### src/rtl/cpu_regs_pkg.sv
package cpu_regs_pkg;

  // register offsets on the apb bus, one aligned word each
  localparam logic [11:0] OFS_PC = 12'h000;
  localparam logic [11:0] OFS_ACC = 12'h004;
  localparam logic [11:0] OFS_TMP = 12'h008;
  localparam logic [11:0] OFS_IDX = 12'h00c;
  localparam logic [11:0] OFS_EXP = 12'h010;
  localparam logic [11:0] OFS_STK = 12'h014;
  localparam logic [11:0] OFS_PSW = 12'h018;
  localparam logic [11:0] OFS_CFG = 12'h01c;
  localparam logic [11:0] OFS_ALU = 12'h020;
  localparam logic [11:0] OFS_BANK = 12'h024;

  // reset values
  localparam logic [15:0] RST_WORD = 16'h0000;
  localparam logic [7:0] RST_BANK_PTR = 8'h00;
  localparam logic [1:0] RST_IL = 2'b11;
  localparam logic [1:0] RST_CFG = 2'b01;

  // address space layout inside the 64 kbyte map
  localparam logic [15:0] IO_LAST = 16'h007f;
  localparam logic [15:0] DATA_LAST = 16'h01ff;
  localparam logic [15:0] PROG_FIRST = 16'h8000;

  // general register banks
  localparam logic [15:0] BANK_BASE = 16'h0100;
  localparam int unsigned BANK_SHIFT = 3;
  localparam logic [7:0] BANKS_8 = 8'h08;
  localparam logic [7:0] BANKS_16 = 8'h10;
  localparam logic [7:0] BANKS_32 = 8'h20;

  // flag arithmetic constants
  localparam logic [3:0] NIB_MAX = 4'hf;
  localparam logic [1:0] IL_NONE = 2'b11;

  typedef enum logic [1:0] {
    REGION_IO = 2'b00,
    REGION_DATA = 2'b01,
    REGION_PROG = 2'b10,
    REGION_NONE = 2'b11
  } region_e;

  typedef enum logic [2:0] {
    ALU_NOP = 3'b000,
    ALU_ADD8 = 3'b001,
    ALU_SUB8 = 3'b010,
    ALU_ADD16 = 3'b011,
    ALU_SUB16 = 3'b100,
    ALU_SHL8 = 3'b101,
    ALU_SHR8 = 3'b110
  } alu_op_e;

  // condition code byte, msb first
  typedef struct packed {
    logic h;
    logic i;
    logic [1:0] il;
    logic n;
    logic z;
    logic v;
    logic c;
  } ccr_s;

  typedef struct packed {
    logic psel;
    logic penable;
    logic pwrite;
    logic [11:0] paddr;
    logic [31:0] pwdata;
  } apb_req_s;

endpackage : cpu_regs_pkg

### src/rtl/cpu_dedicated_register_set.sv
// Register access over APB and the placing of the registers are this design's own decisions.
`timescale 1ns/1ns
// Operation
// RULE_01: one 64 kbyte space: i/o lowest, data above, program near top
// RULE_02: data area may hold register banks, stack and direct data
// RULE_03: 16-bit program counter gives the fetch address
// RULE_04: 16-bit accumulator; 8-bit ops touch only its low byte
// RULE_05: 16-bit temporary accumulator is second operand, low byte for 8-bit
// RULE_06: 16-bit index register, extra pointer and stack pointer
// RULE_07: status word: upper byte bank pointer, lower byte condition codes
// RULE_08: bank base address is 0x100 plus eight times bank pointer
// RULE_09: half-carry flags carry or borrow between bit 3 and bit 4
// RULE_10: interrupt enable 1 permits, 0 blocks, cleared by reset
// RULE_11: request served only if level beats field; 11 admits none
// RULE_12: negative flag copies result msb
// RULE_13: zero flag set for zero result, cleared otherwise
// RULE_14: overflow flag marks two's-complement overflow
// RULE_15: carry flag from bit 7; shifts load the bit shifted out
// RULE_16: general registers are 8-bit, eight per bank, in data memory
// RULE_17: usable banks are 8, 16 or 32, all starting at 0x0100
module cpu_dedicated_register_set (
  // clock and reset
  input wire logic core_clk,
  input wire logic sys_rst,
  // apb slave
  input wire cpu_regs_pkg::apb_req_s apb_req,
  output logic [31:0] prdata,
  output logic pready,
  output logic pslverr,
  // core side
  input wire logic pc_advance,
  input wire logic [2:0] gp_reg_sel,
  input wire logic [15:0] probe_addr,
  input wire logic irq_pending,
  input wire logic [1:0] irq_level,
  // decoded outputs
  output logic [15:0] fetch_addr,
  output logic [15:0] gp_reg_addr,
  output logic gp_reg_ok,
  output cpu_regs_pkg::region_e probe_region,
  output logic irq_take
);
  import cpu_regs_pkg::*;

  logic [15:0] pc_r;
  logic [15:0] acc_r;
  logic [15:0] tmp_r;
  logic [15:0] idx_r;
  logic [15:0] exp_r;
  logic [15:0] stk_r;
  logic [7:0] bank_ptr_r;
  ccr_s ccr_r;
  logic [1:0] bank_cfg_r;
  logic [31:0] prdata_r;
  logic pslverr_r;
  logic [15:0] gp_addr_r;
  logic gp_ok_r;
  region_e region_r;
  logic irq_take_r;

  logic wr_en;
  logic rd_en;
  logic hit;
  logic [15:0] acc_nxt;
  ccr_s ccr_nxt;
  logic alu_go;
  alu_op_e alu_op;
  logic [15:0] bank_base;
  logic [7:0] bank_limit;
  region_e region_nxt;

  // slave answers in the access cycle, so every transfer has no wait
  assign pready = 1'b1;
  assign wr_en = apb_req.psel & apb_req.penable & apb_req.pwrite;
  assign rd_en = apb_req.psel & apb_req.penable & ~apb_req.pwrite;
  assign prdata = prdata_r;
  assign pslverr = pslverr_r;
  assign fetch_addr = pc_r;
  assign gp_reg_addr = gp_addr_r;
  assign gp_reg_ok = gp_ok_r;
  assign probe_region = region_r;
  assign irq_take = irq_take_r;

  // address decode of the register map
  always_comb
  begin
    if (apb_req.paddr == OFS_PC) hit = 1'b1;
    else if (apb_req.paddr == OFS_ACC) hit = 1'b1;
    else if (apb_req.paddr == OFS_TMP) hit = 1'b1;
    else if (apb_req.paddr == OFS_IDX) hit = 1'b1;
    else if (apb_req.paddr == OFS_EXP) hit = 1'b1;
    else if (apb_req.paddr == OFS_STK) hit = 1'b1;
    else if (apb_req.paddr == OFS_PSW) hit = 1'b1;
    else if (apb_req.paddr == OFS_CFG) hit = 1'b1;
    else if (apb_req.paddr == OFS_ALU) hit = 1'b1;
    else if (apb_req.paddr == OFS_BANK) hit = 1'b1;
    else hit = 1'b0;
  end

  // a write to the alu word launches one operation on acc and tmp
  assign alu_go = wr_en & (apb_req.paddr == OFS_ALU);
  assign alu_op = alu_op_e'(apb_req.pwdata[2:0]);

  // flag and result computation
  always_comb
  begin
    logic [8:0] s8;
    logic [16:0] s16;
    logic [4:0] s4;
    s8 = 9'h000;
    s16 = 17'h00000;
    s4 = 5'h00;
    acc_nxt = acc_r;
    ccr_nxt = ccr_r;
    case (alu_op)
      ALU_ADD8, ALU_SUB8:
      begin
        // RULE_04: low byte only
        if (alu_op == ALU_ADD8)
        begin
          s8 = {1'b0, acc_r[7:0]} + {1'b0, tmp_r[7:0]};
          s4 = {1'b0, acc_r[3:0]} + {1'b0, tmp_r[3:0]};
          // RULE_14: add overflow
          ccr_nxt.v = (acc_r[7] == tmp_r[7]) && (s8[7] != acc_r[7]);
        end
        else
        begin
          s8 = {1'b0, acc_r[7:0]} - {1'b0, tmp_r[7:0]};
          s4 = {1'b0, acc_r[3:0]} - {1'b0, tmp_r[3:0]};
          // RULE_14: subtract overflow
          ccr_nxt.v = (acc_r[7] != tmp_r[7]) && (s8[7] != acc_r[7]);
        end
        acc_nxt = {acc_r[15:8], s8[7:0]};
        // RULE_09: nibble carry
        ccr_nxt.h = s4[4];
        // RULE_15: carry out of bit 7
        ccr_nxt.c = s8[8];
        // RULE_12: result msb
        ccr_nxt.n = s8[7];
        // RULE_13: zero result
        ccr_nxt.z = (s8[7:0] == 8'h00);
      end
      ALU_ADD16, ALU_SUB16:
      begin
        // RULE_05: full tmp word as operand
        if (alu_op == ALU_ADD16)
        begin
          s16 = {1'b0, acc_r} + {1'b0, tmp_r};
          s4 = {1'b0, acc_r[3:0]} + {1'b0, tmp_r[3:0]};
          ccr_nxt.v = (acc_r[15] == tmp_r[15]) && (s16[15] != acc_r[15]);
        end
        else
        begin
          s16 = {1'b0, acc_r} - {1'b0, tmp_r};
          s4 = {1'b0, acc_r[3:0]} - {1'b0, tmp_r[3:0]};
          ccr_nxt.v = (acc_r[15] != tmp_r[15]) && (s16[15] != acc_r[15]);
        end
        acc_nxt = s16[15:0];
        ccr_nxt.h = s4[4];
        ccr_nxt.c = s16[16];
        ccr_nxt.n = s16[15];
        ccr_nxt.z = (s16[15:0] == RST_WORD);
      end
      ALU_SHL8, ALU_SHR8:
      begin
        // RULE_15: shifted-out bit into carry
        if (alu_op == ALU_SHL8)
        begin
          acc_nxt = {acc_r[15:8], acc_r[6:0], 1'b0};
          ccr_nxt.c = acc_r[7];
        end
        else
        begin
          acc_nxt = {acc_r[15:8], 1'b0, acc_r[7:1]};
          ccr_nxt.c = acc_r[0];
        end
        ccr_nxt.n = acc_nxt[7];
        ccr_nxt.z = (acc_nxt[7:0] == 8'h00);
      end
      default:
      begin
        acc_nxt = acc_r;
        ccr_nxt = ccr_r;
      end
    endcase
  end

  // RULE_03: program counter, software load wins over the core step
  always_ff @(posedge core_clk)
  begin
    if (sys_rst) pc_r <= RST_WORD;
    else if (wr_en && apb_req.paddr == OFS_PC) pc_r <= apb_req.pwdata[15:0];
    else if (pc_advance) pc_r <= pc_r + 16'h0001;
  end

  // RULE_04: accumulator
  always_ff @(posedge core_clk)
  begin
    if (sys_rst) acc_r <= RST_WORD;
    else if (wr_en && apb_req.paddr == OFS_ACC)
      acc_r <= apb_req.pwdata[15:0];
    else if (alu_go) acc_r <= acc_nxt;
  end

  // RULE_05: temporary accumulator
  // RULE_06: address registers
  always_ff @(posedge core_clk)
  begin
    if (sys_rst)
    begin
      tmp_r <= RST_WORD;
      idx_r <= RST_WORD;
      exp_r <= RST_WORD;
      stk_r <= RST_WORD;
    end
    else if (wr_en)
    begin
      if (apb_req.paddr == OFS_TMP) tmp_r <= apb_req.pwdata[15:0];
      if (apb_req.paddr == OFS_IDX) idx_r <= apb_req.pwdata[15:0];
      if (apb_req.paddr == OFS_EXP) exp_r <= apb_req.pwdata[15:0];
      if (apb_req.paddr == OFS_STK) stk_r <= apb_req.pwdata[15:0];
    end
  end

  // RULE_07: status word split into bank pointer and flags
  // RULE_10: enable flag clears at reset
  always_ff @(posedge core_clk)
  begin
    if (sys_rst)
    begin
      bank_ptr_r <= RST_BANK_PTR;
      ccr_r <= '{h: 1'b0, i: 1'b0, il: RST_IL, n: 1'b0, z: 1'b0,
                 v: 1'b0, c: 1'b0};
    end
    else if (wr_en && apb_req.paddr == OFS_PSW)
    begin
      bank_ptr_r <= apb_req.pwdata[15:8];
      ccr_r <= ccr_s'(apb_req.pwdata[7:0]);
    end
    else if (alu_go) ccr_r <= ccr_nxt;
  end

  // bank count follows the ram size fitted
  always_ff @(posedge core_clk)
  begin
    if (sys_rst) bank_cfg_r <= RST_CFG;
    else if (wr_en && apb_req.paddr == OFS_CFG)
      bank_cfg_r <= apb_req.pwdata[1:0];
  end

  // RULE_08: bank base from pointer
  // RULE_17: all bank sets start at the same base
  // widen before the shift so no pointer bit falls off the top
  assign bank_base = BANK_BASE + ({8'h00, bank_ptr_r} << BANK_SHIFT);
  always_comb
  begin
    if (bank_cfg_r == 2'b00) bank_limit = BANKS_8;
    else if (bank_cfg_r == 2'b01) bank_limit = BANKS_16;
    else bank_limit = BANKS_32;
  end

  // RULE_16: eight byte registers per bank, checked against ram fitted
  always_ff @(posedge core_clk)
  begin
    if (sys_rst)
    begin
      gp_addr_r <= BANK_BASE;
      gp_ok_r <= 1'b0;
    end
    else
    begin
      gp_addr_r <= bank_base + {13'h0000, gp_reg_sel};
      gp_ok_r <= bank_ptr_r < bank_limit;
    end
  end

  // RULE_01: region decode of the 64 kbyte map
  // RULE_02: banks, stack and direct data all fall in the data region
  always_comb
  begin
    if (probe_addr <= IO_LAST) region_nxt = REGION_IO;
    else if (probe_addr <= DATA_LAST) region_nxt = REGION_DATA;
    else if (probe_addr >= PROG_FIRST) region_nxt = REGION_PROG;
    else region_nxt = REGION_NONE;
  end

  always_ff @(posedge core_clk)
  begin
    if (sys_rst) region_r <= REGION_IO;
    else region_r <= region_nxt;
  end

  // RULE_10: enable gate
  // RULE_11: level gate, a request at level 3 is never taken
  always_ff @(posedge core_clk)
  begin
    if (sys_rst) irq_take_r <= 1'b0;
    else irq_take_r <= irq_pending & ccr_r.i & (irq_level != IL_NONE)
                       & (irq_level < ccr_r.il);
  end

  // read data and error are registered; unmapped offsets raise pslverr
  always_ff @(posedge core_clk)
  begin
    if (sys_rst)
    begin
      prdata_r <= 32'h0000_0000;
      pslverr_r <= 1'b0;
    end
    else
    begin
      pslverr_r <= 1'b0;
      if (apb_req.psel && !apb_req.penable)
      begin
        pslverr_r <= ~hit;
        if (apb_req.paddr == OFS_PC) prdata_r <= {16'h0000, pc_r};
        else if (apb_req.paddr == OFS_ACC) prdata_r <= {16'h0000, acc_r};
        else if (apb_req.paddr == OFS_TMP) prdata_r <= {16'h0000, tmp_r};
        else if (apb_req.paddr == OFS_IDX) prdata_r <= {16'h0000, idx_r};
        else if (apb_req.paddr == OFS_EXP) prdata_r <= {16'h0000, exp_r};
        else if (apb_req.paddr == OFS_STK) prdata_r <= {16'h0000, stk_r};
        else if (apb_req.paddr == OFS_PSW)
          prdata_r <= {16'h0000, bank_ptr_r, ccr_r};
        else if (apb_req.paddr == OFS_CFG)
          prdata_r <= {30'h0000_0000, bank_cfg_r};
        else if (apb_req.paddr == OFS_BANK)
          prdata_r <= {15'h0000, gp_ok_r, bank_base};
        else prdata_r <= 32'h0000_0000;
      end
    end
  end

endmodule : cpu_dedicated_register_set

### config.mk
export PLATFORM = sky130hd
export DESIGN_NAME = cpu_dedicated_register_set
export DESIGN_NICKNAME = d
export VERILOG_FILES = /design/src/rtl/cpu_regs_pkg.sv /design/src/rtl/cpu_dedicated_register_set.sv
export SDC_FILE = /design/constraint.sdc
export NUM_CORES = 1
export LEC_CHECK = 0
export BUFFER_PORTS_ARGS = -buffer_cell sky130_fd_sc_hd__buf_2
export CAP_MARGIN = 10
export CORE_ASPECT_RATIO = 1.1
export CORE_UTILIZATION = 58
export DETAILED_ROUTE_END_ITERATION = 16
export GPL_ROUTABILITY_DRIVEN = 1
export GPL_TIMING_DRIVEN = 0
export PLACE_DENSITY = 0.81
export SLEW_MARGIN = 40
export SYNTH_ARGS = -nofsm -noshare
export SYNTH_HDL_FRONTEND = slang
export SYNTH_SLANG_ARGS = --single-unit
### constraint.sdc
create_clock -name core_clk -period 3.8 [get_ports core_clk]
set_input_delay 0.76 -clock core_clk [delete_from_list [all_inputs] [get_ports core_clk]]
set_output_delay 0.76 -clock core_clk [all_outputs]
set_load 0.005 [all_outputs]
==> impl_results.md <==
* Maximum number of pins on one net before global-route repair at 17
* Critical path type: reg2reg
* Post-Synthesis Cells at 1191
* Inst Count DP at 1501
* Mapped Avg Cell Area at 7.51 sq um
* # DRC at 0
* DRT Wirelength at 30800 microns
* Ratio of cells with drive above 1 in the final layout at 13.1%
* Sequential cell area fraction in the yosys report at 33.1%
* TritonRoute pass-1 iters at 7
* DRT antenna net count at 0
* Worst hold slack at 0.456 ns
* Slew @ Worst Pin at 0.876 ns
* Clk slew on worst S/H paths at 0.06 ns
* FFs w/ async S/R, synth at 0%
* Mapped Area at 8950 sq um
* Final Max Slew Viols at 0
* Crit-path cells: inv_1 -> ha_1 -> clkbuf_1 -> nor2b_1 -> a211o_1 -> a211oi_2 -> nor3_1 -> nor4_2 -> a311oi_1 -> or4_1 -> or4_1 -> o41ai_2
* Nets at 1436
* DIE AREA at 15900 sq um
* RSZ-0062 raised after global routing: no
* Dpl hpwl at 23600 microns
* Fill count at 1284
* Die Height at 132 microns
* # IOs at 142
* Bufs and invs on worst path at 2
* Global placer's final weighted congestion at 1.00
* Final setup viols at 0
* Crit. End Element: register
* Dpl ws at -0.133 ns
* Flop and latch count out of synthesis at 148
* Tcrit/Tclk final at 94.8%
* Setup ws final at 0.198 ns
* YS warnings at 0
* Crit start category: register
* Req. time, crit path at 4.14 ns
* CTS Buffer Depth at 2
* Top FF cell, synth: dfxtp_1
* Worst Clk Skew at 0.00968 ns
* Root Buffer Master: clkbuf_16
* Layout Cells excl Fill at 1533
* Worst rel slew slack at 41.1%
* CP max FO at 9
* CTS sink cnt at 148
* DR WL/cell at 20.1 microns
* Top Family by Delay on Critical Path: simple AND/OR/NAND/NOR gates
* Rows at 47
* Area after DPL at 9750 sq um
* Fin area at 10400 sq um
* Power per Cell Area at 334 nW/um^2
* Core area at 15100 sq um
* Peak supply drop at 0.316 mV
* Area growth, synth to finish at 16.0%
* First-pass GRT wire length at 48200 microns
* Multi-input combinational cell area at 5520 sq um
* Register area at 2970 sq um
* Initial antenna violation count at 0
* DR iter-0 viols at 1242
* Port Buffer Count at 96
* Total track usage at 39.0%
* Status: completed
* Die span in x at 120 microns
* TritonCTS buffer count at 17
* Hold Path Class: reg2reg
* Top cell by count, worst path: or4_1
* Vias per inst at 6.31
* Max Cap Viol at 0
* Crit path arrival time at 3.94 ns
* CP peak stage delay at 0.54 ns
* DR vias at 9672
* Final Hold Viols at 0
* Initial core utilization at 59.4%
* Worst-Skew Late Latency at 0.43 ns
* Cts hold-fix bufs at 0
* Htree depth at 4
* Slowest-stage cell, CP: or4_1
* Antenna cells at 0
* Max Clk Rate at 0.278 GHz
* Post-synth EDFFs at 0
* P_leak at 4.00 nW
* Minimum clock period at 3.60 ns
* CTS tree: done
* Vias in the first global route at 9063
* GRT overflow at 0
* Yosys cell types at 71
-- cells by family after synthesis --
kind of cell	Yosys count	share of synthesized area, %
flops	148	33.1
mux	21	2.55
buf+inv	139	6.67
simple gates	441	22.0
compound gates	361	26.0
fa+ha+maj	41	5.87
other cells	2	0.0839
xor+xnor	38	3.72
-- synth_stat cells, types with 5 or more instances --
cell	number	area share, %
nand2_1	223	9.4
dfxtp_1	148	33
a21oi_1	143	8.0
nor2_1	88	3.7
clkbuf_1	70	2.9
o21ai_0	49	2.7
inv_1	45	1.9
ha_1	38	5.3
a211oi_1	30	2.5
a22oi_1	28	2.3
nor3_1	27	1.5
xnor2_1	27	2.6
buf_4	20	1.7
a31oi_1	19	1.3
nor2b_1	19	1.3
mux2i_1	16	1.8
nand3_1	15	0.84
a221oi_1	12	1.2
nand4_1	12	0.84
a222oi_1	11	1.2
and3_1	11	0.77
xor2_1	11	1.1
nand2b_1	9	0.63
nor4_1	9	0.63
a221o_1	8	0.90
and2_1	8	0.56
o31ai_1	7	0.59
o211ai_1	6	0.50
o21a_1	5	0.42
o21bai_1	5	0.42
-- what timing repair did --
| action | 4_1_cts | 5_1_grt |
|---|---|---|
| resized for setup | 1 | 11 |
| endpoints found under the hold margin | 0 | 0 |
| pin swaps | 0 | 0 |
| buffers inserted | 0 | 0 |
| endpoints found under the setup margin | 1 | 1 |
-- metrics by stage --
step | power (mW) | util, % | setup TNS (ns)
after global routing | 3.54 | 68.9 | 0
after detailed placement | 1.85 | 64.8 | -0.133
after CTS | 3.45 | 68.6 | 0
after floorplan | 1.74 | - | 0
final | 3.46 | 68.9 | 0
after global placement | 1.85 | 64.7 | -4.88
-- worst paths after layout --
kind         slack [ns]     start  cells after the start       end
max                0.20  tmp_r[3]                     12  ccr_r[2]
min reg2reg        0.46  exp_r[6]                      2  exp_r[6]
max reg2reg        0.20  tmp_r[3]                     12  ccr_r[2]
min                0.46  exp_r[6]                      2  exp_r[6]
-- metal layers --
layer / part of all wire, % / GRT usage (%)
met5: 0 / 0
met4: 5.5 / 21.1
met3: 10 / 9.08
met2: 47 / 64.3
met1: 37 / 46.8
-- cell type report --
type,count,share of cell area [%]
clock buffer,18,4.14
tap,196,2.36
buffer,93,4.09
sequential,148,28.6
multi-input combinational,922,53.2
timing repair buffer,96,4.63
clock inverter,14,1.34
inverter,46,1.66
-- report_power, final --
group          internal [mW]  switching [mW]  total [mW]
logic                 0.0872           0.166       0.253
registers               1.56         0.00967        1.57
clock network          0.919           0.716        1.64
-- flip-flops by register name, indices dropped and copies added, names as in the netlist --
register and count:
acc_r 16, bank_cfg_r 2, bank_ptr_r 8, ccr_nxt 3, ccr_r 5, exp_r 16
fetch_addr 16, gp_reg_addr 12, gp_reg_ok 1, idx_r 16, irq_take 1, prdata 17
probe_region 2, pslverr 1, stk_r 16, tmp_r 16
-- placed cells by master, fill, tap and decap left out, drive strengths merged, types with 6 or more instances in the layout --
master,Yosys,final
nand2,223,223
dfxtp,148,148
a21oi,143,143
buf,23,119
nor2,89,89
clkbuf,70,88
inv,46,54
o21ai,50,50
ha,38,38
a211oi,30,30
a22oi,28,28
xnor2,27,27
nor3,27,27
conb,2,20
nor2b,19,19
a31oi,19,19
mux2i,16,16
nand3,15,15
nand4,12,12
a221oi,12,12
and3,11,11
xor2,11,11
a222oi,11,11
nand2b,9,9
and2,9,9
nor4,9,9
a221o,8,8
o31ai,7,7
o211ai,6,6
-- worst min-delay path: cells and delay by family, from the launching register on --
family             cells  cell delay, ns
DFF                    1            0.31
and+or+nand+nor        1            0.05
AOI/OAI and AO/OA      1            0.05
Power figures use the tool's default switching activity.
